### src/psl_cfg.svh
// Constants for the power-on strap latch and memory clock gate
// How it works
// Each of the thirteen memory clock fan-out outputs copies the fan-out input.
// All memory clock fan-out outputs go low while power_down_n is low.
// At power-up the five dual-purpose pins are read as strap inputs first.
// The first 2 ms after power-good is spent only on strap selection, no clocks; the memory clock fan-out outputs still copy their input.
// During selection all five dual-purpose pins are held in high impedance.
// A pin strapped to ground latches 0, a pin strapped to supply latches 1.
// When the 2 ms ends each pin level is latched, then the pins become clocks.
// The selection timer starts only on the internal power-good event.
// Latched straps never change until a full power-on reset.
// One truncated processor clock cycle is allowed when outputs first enable.
// Spreading applies only to processor and bus clocks and only when enabled.
// The four frequency straps pick processor and bus frequency and spreading.
// Function strap 0 makes the shared pin a stop input, 1 a reference output.
// In power-down the complement processor clock floats, all others go low.
// Straps are sampled on the last selection cycle, drivers enable the next.
`ifndef PSL_CFG_SVH
`define PSL_CFG_SVH

`define PSL_CLK_MHZ 10
`define PSL_SEL_TIME_US 2000
`define PSL_SEL_CYCLES (`PSL_SEL_TIME_US * `PSL_CLK_MHZ)
`define PSL_TMR_W 20

`define PSL_MEMCLK_N 13
`define PSL_STRAP_N 5
`define PSL_BUSCLK_N 4

`define PSL_PIN_FS0 0
`define PSL_PIN_FS1 1
`define PSL_PIN_FS2 2
`define PSL_PIN_FS3 3
`define PSL_PIN_MODE 4

`define PSL_ADDR_CTRL 4'h0
`define PSL_ADDR_STATUS 4'h4
`define PSL_CTRL_SPREAD_ALLOW 0
`define PSL_CTRL_RESET 1'b1
`define PSL_ST_FS_LSB 0
`define PSL_ST_MODE 4
`define PSL_ST_VALID 5
`define PSL_ST_SPREAD 6
`define PSL_ST_PDN 7
`define PSL_ST_STATE_LSB 8

`define PSL_RESP_OKAY 2'b00
`define PSL_RESP_SLVERR 2'b10

`endif

### src/psl_pkg.sv
// Types for the power-on strap latch and memory clock gate
package psl_pkg;

  typedef enum logic [1:0] {
    ST_WAIT_PG,
    ST_SELECT,
    ST_RUN
  } psl_state_t;

  typedef enum logic [1:0] {
    SPREAD_OFF,
    SPREAD_CTR_050,
    SPREAD_CTR_025,
    SPREAD_DOWN_050
  } psl_spread_t;

endpackage

### src/psl_strap_gate.sv
// Power-on strap latch, dual-purpose pin control and memory clock gate
//
// The AXI4-Lite register port and the register addresses were decided locally.
`include "psl_cfg.svh"

module psl_strap_gate
  import psl_pkg::*;
#(
  parameter int SEL_CYCLES = `PSL_SEL_CYCLES
) (
  // Clock and power-on reset
  input wire logic CLK,
  input wire logic SRST,
  // Power control pins
  input wire logic PWR_GOOD,
  input wire logic POWER_DOWN_N,
  // Memory clock fan-out
  input wire logic MEMCLK_FANOUT_IN,
  output logic [`PSL_MEMCLK_N-1:0] MEMCLK_FANOUT_OUT,
  // Clock sources from the synthesiser
  input wire logic PROC_SRC,
  input wire logic PROC_SS_SRC,
  input wire logic BUS_SRC,
  input wire logic BUS_SS_SRC,
  input wire logic USB_SRC,
  input wire logic SIO_SRC,
  input wire logic REF_SRC,
  // Dual-purpose strap pins
  input wire logic [`PSL_STRAP_N-1:0] STRAP_PIN_I,
  output logic [`PSL_STRAP_N-1:0] STRAP_PIN_O,
  output logic [`PSL_STRAP_N-1:0] STRAP_PIN_OE_N,
  // Shared reference pin
  input wire logic REF_CLK_OUT0_I,
  output logic REF_CLK_OUT0_O,
  output logic REF_CLK_OUT0_OE_N,
  // Processor clocks
  output logic PROC_CLK_TRUE,
  output logic PROC_CLK_COMP_O,
  output logic PROC_CLK_COMP_OE_N,
  output logic CHIPSET_PROC_CLK_O,
  output logic CHIPSET_PROC_CLK_OE_N,
  // Dedicated bus clocks
  output logic [`PSL_BUSCLK_N-1:0] BUS_CLK_OUT,
  // Latched configuration
  output logic [3:0] FREQ_SELECT_STRAPS,
  output logic FUNCTION_STRAP,
  output logic STRAPS_VALID,
  output logic SPREAD_ACTIVE,
  // AXI4-Lite write address
  input wire logic [3:0] AWADDR,
  input wire logic AWVALID,
  output logic AWREADY,
  // AXI4-Lite write data
  input wire logic [31:0] WDATA,
  input wire logic [3:0] WSTRB,
  input wire logic WVALID,
  output logic WREADY,
  // AXI4-Lite write response
  output logic [1:0] BRESP,
  output logic BVALID,
  input wire logic BREADY,
  // AXI4-Lite read address
  input wire logic [3:0] ARADDR,
  input wire logic ARVALID,
  output logic ARREADY,
  // AXI4-Lite read data
  output logic [31:0] RDATA,
  output logic [1:0] RRESP,
  output logic RVALID,
  input wire logic RREADY
);

  ////////////////////////////////////////////////////////////////////////////
  // Pin synchronisers

  logic pg_s, pdn_s, mem_s, stop_n_s;
  logic [`PSL_STRAP_N-1:0] strap_s;

  psl_sync2 #(.W(4)) u_sync_ctl (
    .CLK(CLK),
    .SRST(SRST),
    .D({PWR_GOOD, POWER_DOWN_N, MEMCLK_FANOUT_IN, REF_CLK_OUT0_I}),
    .Q({pg_s, pdn_s, mem_s, stop_n_s})
  );

  psl_sync2 #(.W(`PSL_STRAP_N)) u_sync_strap (
    .CLK(CLK),
    .SRST(SRST),
    .D(STRAP_PIN_I),
    .Q(strap_s)
  );

  ////////////////////////////////////////////////////////////////////////////
  // Selection sequence

  localparam logic [`PSL_TMR_W-1:0] SEL_LAST =
    `PSL_TMR_W'(SEL_CYCLES - 1);

  psl_state_t state_q;
  logic [`PSL_TMR_W-1:0] tmr_q;
  logic pg_prev_q;
  logic pg_rise;
  logic sel_last;
  logic [`PSL_STRAP_N-1:0] strap_q;
  logic valid_q;
  logic drive_q;

  assign pg_rise = pg_s & ~pg_prev_q;
  assign sel_last = (state_q == ST_SELECT) && (tmr_q == SEL_LAST);

  always_ff @(posedge CLK) begin
    if (SRST) begin
      pg_prev_q <= 1'b0;
    end else begin
      pg_prev_q <= pg_s;
    end
  end

  // Timer runs only after the power-good event; later events are ignored
  always_ff @(posedge CLK) begin
    if (SRST) begin
      state_q <= ST_WAIT_PG;
    end else begin
      case (state_q)
        ST_WAIT_PG: begin
          if (pg_rise) begin
            state_q <= ST_SELECT;
          end
        end
        ST_SELECT: begin
          if (sel_last) begin
            state_q <= ST_RUN;
          end
        end
        ST_RUN: begin
          state_q <= ST_RUN;
        end
        default: begin
          state_q <= ST_WAIT_PG;
        end
      endcase
    end
  end

  always_ff @(posedge CLK) begin
    if (SRST) begin
      tmr_q <= '0;
    end else if (state_q == ST_SELECT && !sel_last) begin
      tmr_q <= tmr_q + `PSL_TMR_W'(1);
    end
  end

  // Straps are captured once; only the power-on reset clears them
  always_ff @(posedge CLK) begin
    if (SRST) begin
      strap_q <= '0;
      valid_q <= 1'b0;
    end else if (sel_last && !valid_q) begin
      strap_q <= strap_s;
      valid_q <= 1'b1;
    end
  end

  // Drivers come on the cycle after the capture
  always_ff @(posedge CLK) begin
    if (SRST) begin
      drive_q <= 1'b0;
    end else begin
      drive_q <= valid_q;
    end
  end

  ////////////////////////////////////////////////////////////////////////////
  // Spread selection

  logic ctrl_spread_q;
  psl_spread_t spread_sel;
  logic spread_on;

  always_comb begin
    spread_sel = SPREAD_OFF;
    if (strap_q[`PSL_PIN_FS3]) begin
      case ({strap_q[`PSL_PIN_FS1], strap_q[`PSL_PIN_FS0]})
        2'b11: spread_sel = SPREAD_DOWN_050;
        2'b10: spread_sel = SPREAD_CTR_025;
        2'b01: spread_sel = SPREAD_CTR_050;
        default: spread_sel = SPREAD_OFF;
      endcase
    end
  end

  assign spread_on = valid_q && ctrl_spread_q && (spread_sel != SPREAD_OFF);

  ////////////////////////////////////////////////////////////////////////////
  // Clock outputs

  logic proc_src, bus_src, proc_stop, pdn;

  // Only processor and bus clocks take the modulated source
  assign proc_src = spread_on ? PROC_SS_SRC : PROC_SRC;
  assign bus_src = spread_on ? BUS_SS_SRC : BUS_SRC;
  assign pdn = ~pdn_s;
  assign proc_stop = ~strap_q[`PSL_PIN_MODE] & ~stop_n_s;

  always_ff @(posedge CLK) begin
    if (SRST) begin
      MEMCLK_FANOUT_OUT <= '0;
    end else begin
      MEMCLK_FANOUT_OUT <= {`PSL_MEMCLK_N{mem_s & pdn_s}};
    end
  end

  // No glitch guard on first enable: a short processor cycle may appear
  always_ff @(posedge CLK) begin
    if (SRST) begin
      PROC_CLK_TRUE <= 1'b0;
      PROC_CLK_COMP_O <= 1'b0;
      PROC_CLK_COMP_OE_N <= 1'b1;
      CHIPSET_PROC_CLK_O <= 1'b0;
      CHIPSET_PROC_CLK_OE_N <= 1'b1;
    end else if (!drive_q || pdn || proc_stop) begin
      PROC_CLK_TRUE <= 1'b0;
      PROC_CLK_COMP_O <= 1'b0;
      PROC_CLK_COMP_OE_N <= 1'b1;
      CHIPSET_PROC_CLK_O <= 1'b0;
      CHIPSET_PROC_CLK_OE_N <= ~drive_q;
    end else begin
      PROC_CLK_TRUE <= proc_src;
      PROC_CLK_COMP_O <= ~proc_src;
      PROC_CLK_COMP_OE_N <= 1'b0;
      CHIPSET_PROC_CLK_O <= 1'b0;
      CHIPSET_PROC_CLK_OE_N <= proc_src;
    end
  end

  // Strap pins float until drive_q, then carry their clocks
  always_ff @(posedge CLK) begin
    if (SRST) begin
      STRAP_PIN_O <= '0;
      STRAP_PIN_OE_N <= '1;
    end else if (!drive_q) begin
      STRAP_PIN_O <= '0;
      STRAP_PIN_OE_N <= '1;
    end else begin
      STRAP_PIN_OE_N <= '0;
      STRAP_PIN_O <= pdn ? '0 :
        {bus_src, SIO_SRC, USB_SRC, bus_src, REF_SRC};
    end
  end

  always_ff @(posedge CLK) begin
    if (SRST) begin
      BUS_CLK_OUT <= '0;
    end else begin
      BUS_CLK_OUT <= {`PSL_BUSCLK_N{bus_src & drive_q & pdn_s}};
    end
  end

  // Shared pin is an input unless the function strap selects reference out
  always_ff @(posedge CLK) begin
    if (SRST) begin
      REF_CLK_OUT0_O <= 1'b0;
      REF_CLK_OUT0_OE_N <= 1'b1;
    end else if (drive_q && strap_q[`PSL_PIN_MODE]) begin
      REF_CLK_OUT0_O <= REF_SRC & pdn_s;
      REF_CLK_OUT0_OE_N <= 1'b0;
    end else begin
      REF_CLK_OUT0_O <= 1'b0;
      REF_CLK_OUT0_OE_N <= 1'b1;
    end
  end

  always_ff @(posedge CLK) begin
    if (SRST) begin
      FREQ_SELECT_STRAPS <= '0;
      FUNCTION_STRAP <= 1'b0;
      STRAPS_VALID <= 1'b0;
      SPREAD_ACTIVE <= 1'b0;
    end else begin
      FREQ_SELECT_STRAPS <= strap_q[3:0];
      FUNCTION_STRAP <= strap_q[`PSL_PIN_MODE];
      STRAPS_VALID <= valid_q;
      SPREAD_ACTIVE <= spread_on;
    end
  end

  ////////////////////////////////////////////////////////////////////////////
  // AXI4-Lite write path

  logic aw_full_q, w_full_q;
  logic [3:0] aw_addr_q;
  logic [31:0] wdata_q;
  logic [3:0] wstrb_q;
  logic b_done;

  assign b_done = BVALID && BREADY;

  always_ff @(posedge CLK) begin
    if (SRST) begin
      aw_full_q <= 1'b0;
      AWREADY <= 1'b1;
      aw_addr_q <= '0;
    end else if (b_done) begin
      aw_full_q <= 1'b0;
      AWREADY <= 1'b1;
    end else if (AWVALID && AWREADY) begin
      aw_full_q <= 1'b1;
      AWREADY <= 1'b0;
      aw_addr_q <= AWADDR;
    end
  end

  always_ff @(posedge CLK) begin
    if (SRST) begin
      w_full_q <= 1'b0;
      WREADY <= 1'b1;
      wdata_q <= '0;
      wstrb_q <= '0;
    end else if (b_done) begin
      w_full_q <= 1'b0;
      WREADY <= 1'b1;
    end else if (WVALID && WREADY) begin
      w_full_q <= 1'b1;
      WREADY <= 1'b0;
      wdata_q <= WDATA;
      wstrb_q <= WSTRB;
    end
  end

  // Only the control word is writable; status writes are dropped quietly
  always_ff @(posedge CLK) begin
    if (SRST) begin
      BVALID <= 1'b0;
      BRESP <= `PSL_RESP_OKAY;
      ctrl_spread_q <= `PSL_CTRL_RESET;
    end else if (b_done) begin
      BVALID <= 1'b0;
    end else if (aw_full_q && w_full_q && !BVALID) begin
      BVALID <= 1'b1;
      if (aw_addr_q[3:2] == `PSL_ADDR_CTRL >> 2) begin
        BRESP <= `PSL_RESP_OKAY;
        if (wstrb_q[0]) begin
          ctrl_spread_q <= wdata_q[`PSL_CTRL_SPREAD_ALLOW];
        end
      end else if (aw_addr_q[3:2] == `PSL_ADDR_STATUS >> 2) begin
        BRESP <= `PSL_RESP_OKAY;
      end else begin
        BRESP <= `PSL_RESP_SLVERR;
      end
    end
  end

  ////////////////////////////////////////////////////////////////////////////
  // AXI4-Lite read path

  logic [31:0] status_word;

  always_comb begin
    status_word = '0;
    status_word[`PSL_ST_FS_LSB +: 4] = strap_q[3:0];
    status_word[`PSL_ST_MODE] = strap_q[`PSL_PIN_MODE];
    status_word[`PSL_ST_VALID] = valid_q;
    status_word[`PSL_ST_SPREAD] = spread_on;
    status_word[`PSL_ST_PDN] = pdn;
    status_word[`PSL_ST_STATE_LSB +: 2] = state_q;
  end

  always_ff @(posedge CLK) begin
    if (SRST) begin
      ARREADY <= 1'b1;
      RVALID <= 1'b0;
      RDATA <= '0;
      RRESP <= `PSL_RESP_OKAY;
    end else if (RVALID && RREADY) begin
      RVALID <= 1'b0;
      ARREADY <= 1'b1;
    end else if (ARVALID && ARREADY) begin
      ARREADY <= 1'b0;
      RVALID <= 1'b1;
      RRESP <= `PSL_RESP_OKAY;
      if (ARADDR[3:2] == `PSL_ADDR_CTRL >> 2) begin
        RDATA <= {31'h0, ctrl_spread_q};
      end else if (ARADDR[3:2] == `PSL_ADDR_STATUS >> 2) begin
        RDATA <= status_word;
      end else begin
        RDATA <= '0;
        RRESP <= `PSL_RESP_SLVERR;
      end
    end
  end

endmodule

### src/psl_sync2.sv
// Two-flop synchroniser for pin levels
module psl_sync2 #(
  parameter int W = 1
) (
  // Clock and reset
  input wire logic CLK,
  input wire logic SRST,
  // Levels
  input wire logic [W-1:0] D,
  output logic [W-1:0] Q
);

  logic [W-1:0] meta_q;

  always_ff @(posedge CLK) begin
    if (SRST) begin
      meta_q <= '0;
      Q <= '0;
    end else begin
      meta_q <= D;
      Q <= meta_q;
    end
  end

endmodule

### config.mk
export PLATFORM = sky130hd
export DESIGN_NAME = psl_strap_gate
export DESIGN_NICKNAME = d
export VERILOG_FILES = /design/src/psl_pkg.sv /design/src/psl_strap_gate.sv /design/src/psl_sync2.sv
export VERILOG_INCLUDE_DIRS = /design/src
export SDC_FILE = /design/constraint.sdc
export NUM_CORES = 1
export LEC_CHECK = 0
export ABC_AREA = 1
export BUFFER_PORTS_ARGS = -buffer_cell sky130_fd_sc_hd__buf_2
export CAP_MARGIN = 5
export CORE_ASPECT_RATIO = 0.7
export CORE_MARGIN = 5
export CORE_UTILIZATION = 44
export CTS_CLUSTER_DIAMETER = 40
export DETAILED_ROUTE_END_ITERATION = 8
export GPL_TIMING_DRIVEN = 0
export PLACE_DENSITY_LB_ADDON = 0.2
export SLEW_MARGIN = 20
export SYNTH_ARGS = -nofsm -noshare
export SYNTH_HDL_FRONTEND = slang
export SYNTH_SLANG_ARGS = --single-unit
### constraint.sdc
create_clock -name CLK -period 1.6 [get_ports CLK]
set_clock_uncertainty 0.1 [all_clocks]
set_input_delay 0.16 -clock CLK [delete_from_list [all_inputs] [get_ports CLK]]
set_output_delay 0.16 -clock CLK [all_outputs]
set_load 0.02 [all_outputs]
### After elaboration in Yosys (flattened, before gate mapping)

Cells that the tools add are included.
Widths: inputs -> output; s select.

| word-level totals | value |
|---|---|
| bits in registers | 122 |
| input port bits | 67 |
| output and inout port bits | 82 |
| word-level logic and storage cells | 114 |

| cells by class | value |
|---|---|
| add/sub/neg operators | 1 |
| mux-type cells | 17 |
| bitwise operators | 15 |
| eq/ne operators | 10 |
| reductions and logical operators | 34 |

Operators by type and width:

| operator | count |
|---|---|
| $add 20x1->20 const B | 1 |
| $eq 20x15->1 const B | 1 |
| $mux 10 | 2 |
| $mux 2 | 7 |
| $logic_and 1x1->1 | 13 |
| $pmux 2 s3 | 2 |
| $reduce_and 2->1 | 5 |
| $not 1->1 | 9 |
| $eq 2x1->1 const B | 4 |
| $reduce_or 2->1 | 4 |
| $and 1x1->1 | 6 |
| $eq 2x2->1 const B | 3 |
| $logic_not 2->1 | 3 |
| $mux 1 | 5 |
| $mux 5 | 1 |
| $logic_not 1->1 | 4 |
| $ne 2x2->1 const B | 2 |
| $reduce_and 4->1 | 1 |
| $reduce_or 3->1 | 1 |
| $logic_or 1x1->1 | 2 |
| $reduce_bool 2->1 | 1 |

### Depth between registers and ports, before layout

Gate-level depths: netlist of the first run.

| depth | value |
|---|---|
| word-level depth | 8 |
| depth in mapped cells | 10 |
| depth with buffers taken out | 10 |

### Hierarchy

A second synthesis of the first run with hierarchy kept.

| unflattened totals | value |
|---|---|
| cell total of the unflattened synthesis | 543 |
| area total of the unflattened synthesis | 3,987.6 um^2 |

Modules (own cells, without submodules):

| module | sequential area each (um^2) | cells an instance | times used | area an instance (um^2) |
|---|---|---|---|---|
| psl_strap_gate | 1,461.4 | 487 | 1 | 3,469.6 |
| psl_sync2 at u_sync_strap | 200.2 | 31 | 1 | 286.5 |
| psl_sync2 at u_sync_ctl | 160.2 | 25 | 1 | 231.5 |

### Worst setup path after synthesis of the first run

Ideal clock, no wire load.

| timing path | value |
|---|---|
| kind | register to register |
| start | register tmr_q[0] |
| end | register tmr_q[12] |
| period minus slack after synthesis | 1.583 ns |
| buffers on the path | 1 |
| arrival | 1.415 ns |
| cell stages (with the launch flop) | 9 |
| setup slack | 0.017 ns |
| library setup time | 0.068 ns |
| data required time | 1.432 ns |
| cells stage by stage | dfxtp_1 > ha_1 > nand3_2 > nor2_2 > nand3_4 > nand2_8 > buf_12 > nand2_1 > a21oi_2 |

| between the ends | value |
|---|---|
| cells in the longest elaborated chain, start to end | 4 |
| elaborated cells between the ends (all ways) | 5 |
| those cells by class | add/sub (1); eq/ne (1); reduce/logical (3) |

Ends and longest elaborated chain:

| item | line | RTL |
|---|---|---|
| start: declaration | psl_strap_gate.sv:100 | `` logic [`PSL_TMR_W-1:0] tmr_q; `` |
| start signal: assignment | psl_strap_gate.sv:149 | `` tmr_q <= tmr_q + `PSL_TMR_W'(1); `` |
| branches (longest 4 deep; another with $add 20x1->20) | n/a |  |

Several ways; the timed one is not identified.
A chain may end at the register's enable or synchronous reset.

### Worst setup path after layout of the first run

| timing path | value |
|---|---|
| start | register tmr_q[1] |
| end | register strap_q[2] |

| between the ends | value |
|---|---|
| cells in the longest elaborated chain, start to end | 3 |

Ends and longest elaborated chain:

| item | line | RTL |
|---|---|---|
| $eq 20x15->1 | psl_strap_gate.sv:109 | `assign sel_last = (state_q == ST_SELECT) && (tmr_q == SEL_LAST);` |
| $logic_and 1x1->1 | psl_strap_gate.sv:109 |  |
| $logic_and 1x1->1 | psl_strap_gate.sv:158 | `end else if (sel_last && !valid_q) begin` |
| end signal: assignment | psl_strap_gate.sv:159 | `strap_q <= strap_s;` |
| end: declaration | psl_strap_gate.sv:104 | `` logic [`PSL_STRAP_N-1:0] strap_q; `` |

No other way between the ends.

==> flow_summary_export.csv, run 1 <==
group,metric,value,unit
power_and_ir_drop,power.density,1010,nW/um^2
logic_synthesis,synth_top_cell_by_area,"dfxtp_1",
logic_synthesis,synthCells,526,
timing,slew_headroom,58.7,%
timing,fin_crit,1.56,ns
logic_synthesis,yosysWarnings,0,
setup_path,cp.arrival,1.73,ns
finish,final_core_util,59.9,%
setup_path,crit_end,"strap_q[2]",
setup_path,crit_path_end_kind,"register",
setup_path,startpoint,"tmr_q[1]",
hold_path,min_path_cells,4,
timing,postLayoutSetupSlackWorst,0.0403,ns
timing,setup_viol,0,
logic_synthesis,yosysTopAreaCellShare,46.0,%
route,wl_per_cell,11.6,um
placed_design,place_ws,-0.262,ns
power_and_ir_drop,p_leak,2.60,nW
logic_synthesis,syn_area,3960,um^2
route,wl,9.33,mm
floorplan,initial_core_util,44.4,%
logic_synthesis,ys_types,31,
grt,grt_max_degree,18,
logic_synthesis,ys_seq_area_share,46.0,%
timing,finalMaxSlewViolations,0,
finish,n_fill_cell,818,
setup_path,reg2reg_from,"tmr_q[1]",
logic_synthesis,avgSynthCellArea,7.53,um^2
route,num_vias,3535,
route,drt-vias-per-instance,4.40,
clock_network,clock-sinks,91,
placed_design,gp_congestion,0.941,
placed_design,dp_hpwl,6.81,mm
hold_path,min_path_type,"in2reg",
power_and_ir_drop,combPwrFrac,16.7,%
outcome,status,"complete, no violations",
placed_design,place_inst,758,
clock_network,cts.path.max_buffers,2,
timing,rsz0062_at_grt,"true",
route,drcViolationCount,0,
power_and_ir_drop,intPower,3.87,mW
floorplan,io_pins,149,
clock_network,htreeDepth,3,
grt,grt_usage,17.3,%
floorplan,core_area,8930,um^2
logic_synthesis,synth_edf_count,0,
timing,fmax,641,MHz
power_and_ir_drop,switchingPower,1.54,mW
finish,syn_to_final_growth,35.0,%
grt,antenna_found_initial,0,
grt,grt_overflow,0,
route,first_iter_violations,274,
setup_path,worst-path-buf-inv,2,
timing,hold_slack,0.0317,ns
setup_path,critPathMaxFanout,5,
clock_network,cts_tree,"yes",
flow_run,maxCapViolCount,0,
grt,grt_pass1_wl,14.9,mm
finish,final_nets,745,
timing,hold_viol,0,
clock_network,clk_pin_slew,0.07,ns
logic_synthesis,ys_ff_latch,91,
placed_design,portBuffers,84,
logic_synthesis,synthFlopType,"dfxtp_1",
placed_design,post_dp_cell_area,4630,um^2
floorplan,die_x,123,um
setup_path,crit_family,"simple AND/OR/NAND/NOR gates",
setup_path,slowest_stage,"dfxtp_4",
finish,antenna_cells,0,
floorplan,die_h,89.4,um
setup_path,regToRegSetupSlack,0.04,ns
power_and_ir_drop,pwr-share-clk,38.2,%
setup_path,reg2reg_to,"strap_q[2]",
clock_network,cts_made_buffers,9,
finish,layout-drive-gt1-share,31.8,%
setup_path,reg2regPathDepth,10,
power_and_ir_drop,ir_drop,639,uV
finish,fin_area,5350,um^2
power_and_ir_drop,switching_share,28.4,%
timing,period_share,97.5,%
power_and_ir_drop,seqPwrFrac,45.1,%
finish,instances_no_fill,804,
timing,tightestPinTransition,0.619,ns
setup_path,cp_slowest_stage_delay,0.38,ns
setup_path,path_class,"reg2reg",
clock_network,root_buffer,"clkbuf_16",
floorplan,die_area,11000,um^2
setup_path,required,1.77,ns
route,firstDrtPassIters,6,
grt,grt_pass1_vias,3170,
setup_path,start_kind,"register",
setup_path,path_depth,10,
clock_network,clock_latency,0.34,ns
setup_path,cp_cell_sequence,"ha_4 > nand3_4 > inv_2 > nand3_2 > nor2_2 > nand3_2 > buf_6 > nand2_1 > nand2_1 > nor2_1",
logic_synthesis,async_flop_share,0,%
floorplan,num_rows,29,
logic_synthesis,yosys-top-cells-area,"dfxtp_1 (46%), nand2_1 (9.4%), nor2_1 (9.1%), buf_4 (8.9%), inv_1 (6.4%)",
route,ant_nets,0,
## state kept, by name, summed over array words and instances (netlist names), 5 cells and up
signal / flops
RDATA: 10
u_sync_strap.Q: 5
u_sync_strap.meta_q: 5
strap_q: 5
tmr_q: 20
## per-stage QoR
stage | total power, mW | TNS, ns
finish | 5.40 | 0
global route | 5.66 | -0.357
CTS | 5.39 | -0.000567
detailed placement | 3.26 | -4.97
global placement | 3.24 | -4.32
floorplan | 3.06 | 0
## cells in the final DEF, fill, tap and decap left out, types with 2 or more instances in the layout
master and n:
a211oi_1 2, buf_1 3, nand3_1 22, nand3_4 3, inv_1 65, nor2_2 10, clkbuf_16 9, inv_2 6
nor2_4 5, buf_2 87, dfxtp_2 8, a32o_1 6, nor3_1 3, clkinv_4 2, o21ai_0 13, buf_6 3
nand2_1 96, xor2_1 6, clkbuf_1 3, ha_1 2, buf_4 56, xnor2_1 5, nand2_2 4, inv_6 3
dlygate4sd3_1 19, dfxtp_4 3, a21oi_2 8, a21oi_1 17, dfxtp_1 80, nor2_1 85, nand4_1 9, conb_1 25
nand3_2 3
## area by class of cell
type                       instances  area [um^2]  area share [%]
inverter                          72          270            5.05
clock inverter                     6         55.1            1.03
sequential                        91         1840            34.5
timing repair buffer             114          697            13.0
multi-input combinational        328         1660            31.0
clock buffer                      10          239            4.47
tap                              124          155            2.90
buffer                            59          430            8.05
## synth_stat cells (5+ instances only)
| master | number |
|---|---|
| nand3_1 | 26 |
| inv_1 | 68 |
| nor2_1 | 96 |
| a32o_1 | 6 |
| nand2_1 | 99 |
| dfxtp_1 | 91 |
| buf_4 | 47 |
| xnor2_1 | 5 |
| a21oi_1 | 21 |
| nand4_1 | 9 |
| xor2_1 | 6 |
| o21ai_0 | 13 |
## cell families (layout without fill, tap and decap cells)
kind of cell | Yosys count | count (layout) | synth area share [%]
AND/OR/NAND/NOR | 241 | 241 | 25.6
flip-flops | 91 | 91 | 46.0
adder cells (fa/ha/maj) | 3 | 3 | 0.948
AO/OA/AOI/OAI | 48 | 48 | 7.42
other | 1 | 25 | 0.0947
buffers and inverters | 131 | 261 | 17.5
XOR/XNOR | 11 | 11 | 2.43
## what timing repair did
item                       CTS  global route
gates cloned                 1             0
resized for setup           17            37
hold buffers                19             0
setup endpoints to repair   29            34
hold endpoints to repair    21             0
setup buffers                4             6
pin swaps                    3            10
## metal layers
metal,vias up,wire [um],track usage [%],share of wire [%]
met5,-,0,0,0
met3,8,520,4.74,5.6
met2,103,4200,26.2,45
met1,1566,4520,24.3,48
met4,0,92,5.03,0.99
li1,1858,-,-,-
## worst register-to-register path, stage by stage (launching register included)
cell and delay [ns]:
dfxtp_4 0.38, ha_4 0.16, nand3_4 0.11, inv_2 0.09, nand3_2 0.07, nor2_2 0.11, nand3_2 0.13, buf_6 0.16
nand2_1 0.05, nand2_1 0.04, nor2_1 0.09
## power groups by stage
stage               clock network, mW  registers (mW)  logic (mW)
finish                           2.06            2.44       0.901
global route                     2.20            2.45        1.00
CTS                              2.10            2.44       0.845
detailed placement                  0            2.48       0.782
global placement                    0            2.48       0.766
floorplan                           0            2.49       0.576
## worst min path at each step
stage                      endpoint              from
3_3_place_gp   u_sync_ctl.meta_q[1]  MEMCLK_FANOUT_IN
6_report                   RDATA[0]         ARADDR[3]
3_5_place_dp   u_sync_ctl.meta_q[3]          PWR_GOOD
4_1_cts                     ARREADY           ARVALID
2_1_floorplan  u_sync_ctl.meta_q[0]    REF_CLK_OUT0_I
5_1_grt                    RRESP[1]         ARADDR[3]
(Power assumes the default switching activity.)
==> run 2, diff against run 1 <==
--- a/config.mk
+++ b/config.mk
@@ -16,6 +16,7 @@
 export DETAILED_ROUTE_END_ITERATION = 8
 export GPL_TIMING_DRIVEN = 0
 export PLACE_DENSITY_LB_ADDON = 0.2
+export SETUP_SLACK_MARGIN = 0.5
 export SLEW_MARGIN = 20
 export SYNTH_ARGS = -nofsm -noshare
 export SYNTH_HDL_FRONTEND = slang
==> flow_summary_export.csv, run 2 (same netlist as run 1, synthesis figures left out) <==
group,metric,value,unit
outcome,status,"finished with violations",
outcome,failed_checks,"setup timing",
finish,layout-drive-gt1-share,49.6,%
power_and_ir_drop,p_leak,2.98,nW
setup_path,start_kind,"register",
route,drt-vias-per-instance,4.71,
timing,setup_viol,1,
flow_run,maxCapViolCount,0,
finish,regMostFlops,"tmr_q",
clock_network,root_buffer,"clkbuf_16",
placed_design,dp_hpwl,6.97,mm
setup_path,required,1.74,ns
placed_design,portBuffers,84,
route,first_iter_violations,281,
route,wl_per_cell,14.9,um
grt,met2_usage,33.8,%
timing,finalMaxSlewViolations,0,
clock_network,cts.path.max_buffers,2,
timing,tightestPinTransition,0.559,ns
timing,period_share,101,%
clock_network,clock-sinks,91,
timing,slew_headroom,62.3,%
clock_network,clk_pin_slew,0.07,ns
hold_path,min_path_type,"in2reg",
grt,grt_pass1_vias,3573,
setup_path,regToRegSetupSlack,-0.02,ns
timing,fin_crit,1.62,ns
finish,final_cell_mix,"buf_6 (77), nand2_1 (75), nor2_1 (68)",
finish,final_common_cell,"buf_6",
floorplan,io_pins,149,
route,wl,12.5,mm
timing,hold_viol,0,
floorplan,core_area,8930,um^2
finish,instances_no_fill,838,
floorplan,initial_core_util,44.4,%
route,ant_nets,0,
finish,largest_reg_flops,20,
timing,rsz0062_at_grt,"true",
finish,syn_to_final_growth,64.5,%
clock_network,htreeDepth,3,
floorplan,die_area,11000,um^2
setup_path,path_class,"reg2reg",
grt,antenna_found_initial,0,
route,firstDrtPassIters,7,
floorplan,die_h,89.4,um
floorplan,die_x,123,um
grt,gr-usage-met1,27.2,%
grt,grt_overflow,0,
placed_design,place_ws,-0.105,ns
setup_path,cp.arrival,1.76,ns
route,drcViolationCount,0,
floorplan,num_rows,29,
placed_design,place_inst,758,
setup_path,critPathMaxFanout,7,
power_and_ir_drop,ir_drop,854,uV
grt,grt.busiest_layer,"met2",
power_and_ir_drop,p_total,6.14,mW
grt,grt_max_degree,17,
grt,grt_pass1_wl,17.7,mm
finish,final_nets,779,
clock_network,clock_latency,0.35,ns
clock_network,cts_tree,"yes",
finish,largest_registers,"tmr_q x20, RDATA x10",
timing,hold_slack,0.000222,ns
timing,fmax,617,MHz
grt,met3_usage,6.45,%
power_and_ir_drop,power.density,942,nW/um^2
finish,final_core_util,73.0,%
placed_design,gp_congestion,0.888,
grt,grt_usage,21.0,%
route,num_vias,3950,
timing,postLayoutSetupSlackWorst,-0.0199,ns
setup_path,crit_path_end_kind,"register",
finish,antenna_cells,0,
clock_network,cts_made_buffers,9,
==> run 2: cell count changes in the layout (fill, tap and decap cells not counted), moves of 7 or more <==
cell,before,now
nor2_1,85,68
buf_2,87,39
nand2_4,0,9
dfxtp_4,3,12
dfxtp_1,80,46
nand2_2,4,16
dfxtp_2,8,33
o21ai_0,13,6
nand2_1,96,75
nand3_1,22,15
buf_6,3,77
inv_1,65,57
nor2_4,5,19
==> run 2: routing by layer <==
| metal | part of all wire, % | vias to the layer above |
|---|---|---|
| met1 | 41 | 1816 |
| met2 | 49 | 171 |
| met3 | 7.5 | 30 |
| met5 | 0 | - |
| li1 | - | 1933 |
| met4 | 2.3 | 0 |
==> run 2: power by group <==
| part | switching [mW] | internal [mW] |
|---|---|---|
| combinational | 0.819 | 0.758 |
| clock | 0.941 | 1.16 |
| sequential | 0.0978 | 2.36 |
| total | 1.86 | 4.28 |
==> run 2: what timing repair did <==
action / in CTS / in global routing
pin swaps: 21 / 27
gates cloned: 4 / 0
hold buffers: 20 / 0
endpoints found under the setup margin: 88 / 101
hold endpoints to repair: 23 / 0
gates resized for setup: 166 / 135
buffers inserted: 30 / 11
==> run 2: per-stage QoR <==
step | cell area [um^2] | setup TNS [ns]
final | 6520 | -0.0199
after global routing | 6520 | -0.489
after CTS | 6020 | 0
after detailed placement | 4740 | -0.304
after global placement | 4740 | -0.148
after floorplan | 4160 | 0
==> run 2: final cells by class <==
type	count	area, um^2
sequential	91	1910
fill	641	2410
inverter	72	293
clock buffer	10	250
buffer	59	533
clock inverter	6	45.0
tap	124	155
multi-input combinational	328	1990
timing repair buffer	147	1340
timing repair inverter	1	6.26
==> run 2: worst max-delay path, stage by stage, from the launching register on <==
cell and delay, ns:
dfxtp_1 0.44, ha_1 0.24, buf_6 0.17, nand2_8 0.08
buf_12 0.15, buf_16 0.13, a21oi_2 0.13, nor2_1 0.07
==> run 2: final timing paths <==
kind,to,cells after the start,start
setup / recovery,state_q[0],7,state_q[0]
hold / removal,w_full_q,3,WVALID
setup reg to reg,state_q[0],7,state_q[0]
hold reg to reg,u_sync_strap.Q[3],2,u_sync_strap.meta_q[3]
==> run 3, diff against run 2 <==
--- a/config.mk
+++ b/config.mk
@@ -11,7 +11,7 @@
 export CAP_MARGIN = 5
 export CORE_ASPECT_RATIO = 0.7
 export CORE_MARGIN = 5
-export CORE_UTILIZATION = 44
+export CORE_UTILIZATION = 49
 export CTS_CLUSTER_DIAMETER = 40
 export DETAILED_ROUTE_END_ITERATION = 8
 export GPL_TIMING_DRIVEN = 0
==> constraint.sdc (replaced) <==
create_clock -name CLK -period 1.5 [get_ports CLK]
set_clock_uncertainty 0.1 [all_clocks]
set_input_delay 0.15 -clock CLK [delete_from_list [all_inputs] [get_ports CLK]]
set_output_delay 0.15 -clock CLK [all_outputs]
set_load 0.02 [all_outputs]
==> flow_summary_export.csv, run 3 (same netlist as run 1, synthesis figures left out) <==
group,metric,value,unit
outcome,status,"finished with violations",
outcome,failed_checks,"setup timing",
clock_network,clock_latency,0.34,ns
grt,grt_usage,25.2,%
route,first_iter_violations,297,
timing,fmax,587,MHz
power_and_ir_drop,pwr-share-clk,35.6,%
finish,n_fill_cell,423,
finish,final_cell_mix,"buf_6 (95), nand2_1 (71), nor2_1 (68)",
setup_path,critPathMaxFanout,8,
power_and_ir_drop,power.density,953,nW/um^2
floorplan,core_area,7870,um^2
power_and_ir_drop,ir_drop,786,uV
clock_network,root_buffer,"clkbuf_16",
placed_design,gp_congestion,0.867,
finish,final_core_util,84.2,%
power_and_ir_drop,p_leak,2.99,nW
power_and_ir_drop,combPwrFrac,22.6,%
finish,final_nets,776,
timing,hold_viol,0,
finish,layout-drive-gt1-share,53.7,%
flow_run,maxCapViolCount,0,
placed_design,portBuffers,84,
finish,largest_reg_flops,20,
clock_network,cts_tree,"yes",
setup_path,path_class,"reg2reg",
route,wl,13.5,mm
grt,grt_pass1_wl,20.4,mm
setup_path,cp.arrival,1.86,ns
timing,setup_viol,27,
finish,multiInputGateArea,2060,um^2
finish,largest_registers,"tmr_q x20, RDATA x10",
power_and_ir_drop,switchingPower,1.85,mW
finish,register_area,1930,um^2
hold_path,min_path_type,"in2reg",
finish,syn_to_final_growth,67.4,%
grt,grt_pass1_vias,4026,
floorplan,initial_core_util,50.3,%
floorplan,die_area,10000,um^2
route,wl_per_cell,16.7,um
clock_network,cts_made_buffers,9,
timing,tightestPinTransition,0.556,ns
clock_network,cts.path.max_buffers,2,
clock_network,clock-sinks,91,
floorplan,die_h,85.2,um
route,num_vias,4037,
clock_network,cts_hold_buffers,18,
finish,final_common_cell,"buf_6",
timing,postLayoutSetupSlackWorst,-0.205,ns
timing,period_share,114,%
clock_network,htreeDepth,3,
power_and_ir_drop,switching_share,29.4,%
route,drt-vias-per-instance,4.98,
grt,grt_overflow,0,
grt,grt_max_degree,14,
timing,slew_headroom,62.5,%
floorplan,io_pins,149,
timing,finalMaxSlewViolations,0,
timing,tns,-1.95,ns
clock_network,clk_pin_slew,0.07,ns
floorplan,die_x,117,um
setup_path,crit_path_end_kind,"register",
finish,regMostFlops,"tmr_q",
setup_path,start_kind,"register",
floorplan,num_rows,27,
route,firstDrtPassIters,5,
power_and_ir_drop,seqPwrFrac,41.7,%
power_and_ir_drop,intPower,4.46,mW
grt,antenna_found_initial,0,
finish,antenna_cells,0,
route,ant_nets,0,
timing,fin_crit,1.70,ns
setup_path,required,1.65,ns
route,drcViolationCount,0,
placed_design,dp_hpwl,7.05,mm
timing,rsz0062_at_grt,"true",
[run 3: worst max-delay path: stages (launching register included)]
cell and delay (ns):
dfxtp_2 0.36, nor2_2 0.15, nand2_1 0.09, nor2_2 0.15, nand3_4 0.17, nand2_8 0.18, buf_12 0.15, a21oi_2 0.06
nor2_1 0.19
[run 3: per-stage QoR]
step,setup slack (ns),instances,cell area (um^2),power [mW],hold WS [ns]
finish,-0.205,810,6630,6.32,0.00642
global route,-0.289,810,6630,6.54,0.00682
CTS,-0.0595,802,6310,6.03,-0.0312
detailed placement,-0.196,735,4720,3.54,0.260
global placement,-0.206,735,4720,3.51,0.252
floorplan,0.0793,550,4180,3.31,0.157
[run 3: area by class of cell]
class | instances | area share [%]
sequential | 91 | 29.1
multi-input combinational | 328 | 31.1
timing repair buffer | 144 | 20.9
inverter | 72 | 4.49
timing repair inverter | 1 | 0.132
clock buffer | 12 | 3.72
buffer | 59 | 8.00
tap | 101 | 1.91
clock inverter | 2 | 0.566
[run 3: power by group through the flow]
| stage | Combinational, mW | Sequential (mW) | Clock [mW] |
|---|---|---|---|
| final | 1.43 | 2.64 | 2.25 |
| after global routing | 1.54 | 2.64 | 2.36 |
| after floorplan | 0.637 | 2.67 | 0 |
| after detailed placement | 0.871 | 2.67 | 0 |
| after global placement | 0.850 | 2.66 | 0 |
| after CTS | 1.19 | 2.61 | 2.23 |
[run 3: worst paths after layout]
check,startpoint,cells past startpoint,slack (ns),endpoint
max,tmr_q[6],8,-0.20,state_q[0]
min,ARADDR[3],3,0.006,RRESP[1]
max reg2reg,tmr_q[6],8,-0.20,state_q[0]
min reg2reg,u_sync_ctl.meta_q[2],2,0.30,u_sync_ctl.Q[2]
[run 3: timing repair]
| item | 4_1_cts | 5_1_grt |
|---|---|---|
| hold endpoints to repair | 21 | 1 |
| resized for setup | 284 | 72 |
| setup endpoints to repair | 119 | 116 |
| gates cloned | 3 | 1 |
| pin swaps | 41 | 33 |
| buffers inserted | 32 | 7 |
[run 3: routing by layer]
| metal | part of all wire (%) | track usage, % | vias to the layer above |
|---|---|---|---|
| met5 | 0 | 0 | - |
| met4 | 2.6 | 8.54 | 0 |
| li1 | - | - | 1918 |
| met2 | 51 | 44.8 | 195 |
| met3 | 7.2 | 5.80 | 30 |
| met1 | 39 | 30.2 | 1894 |
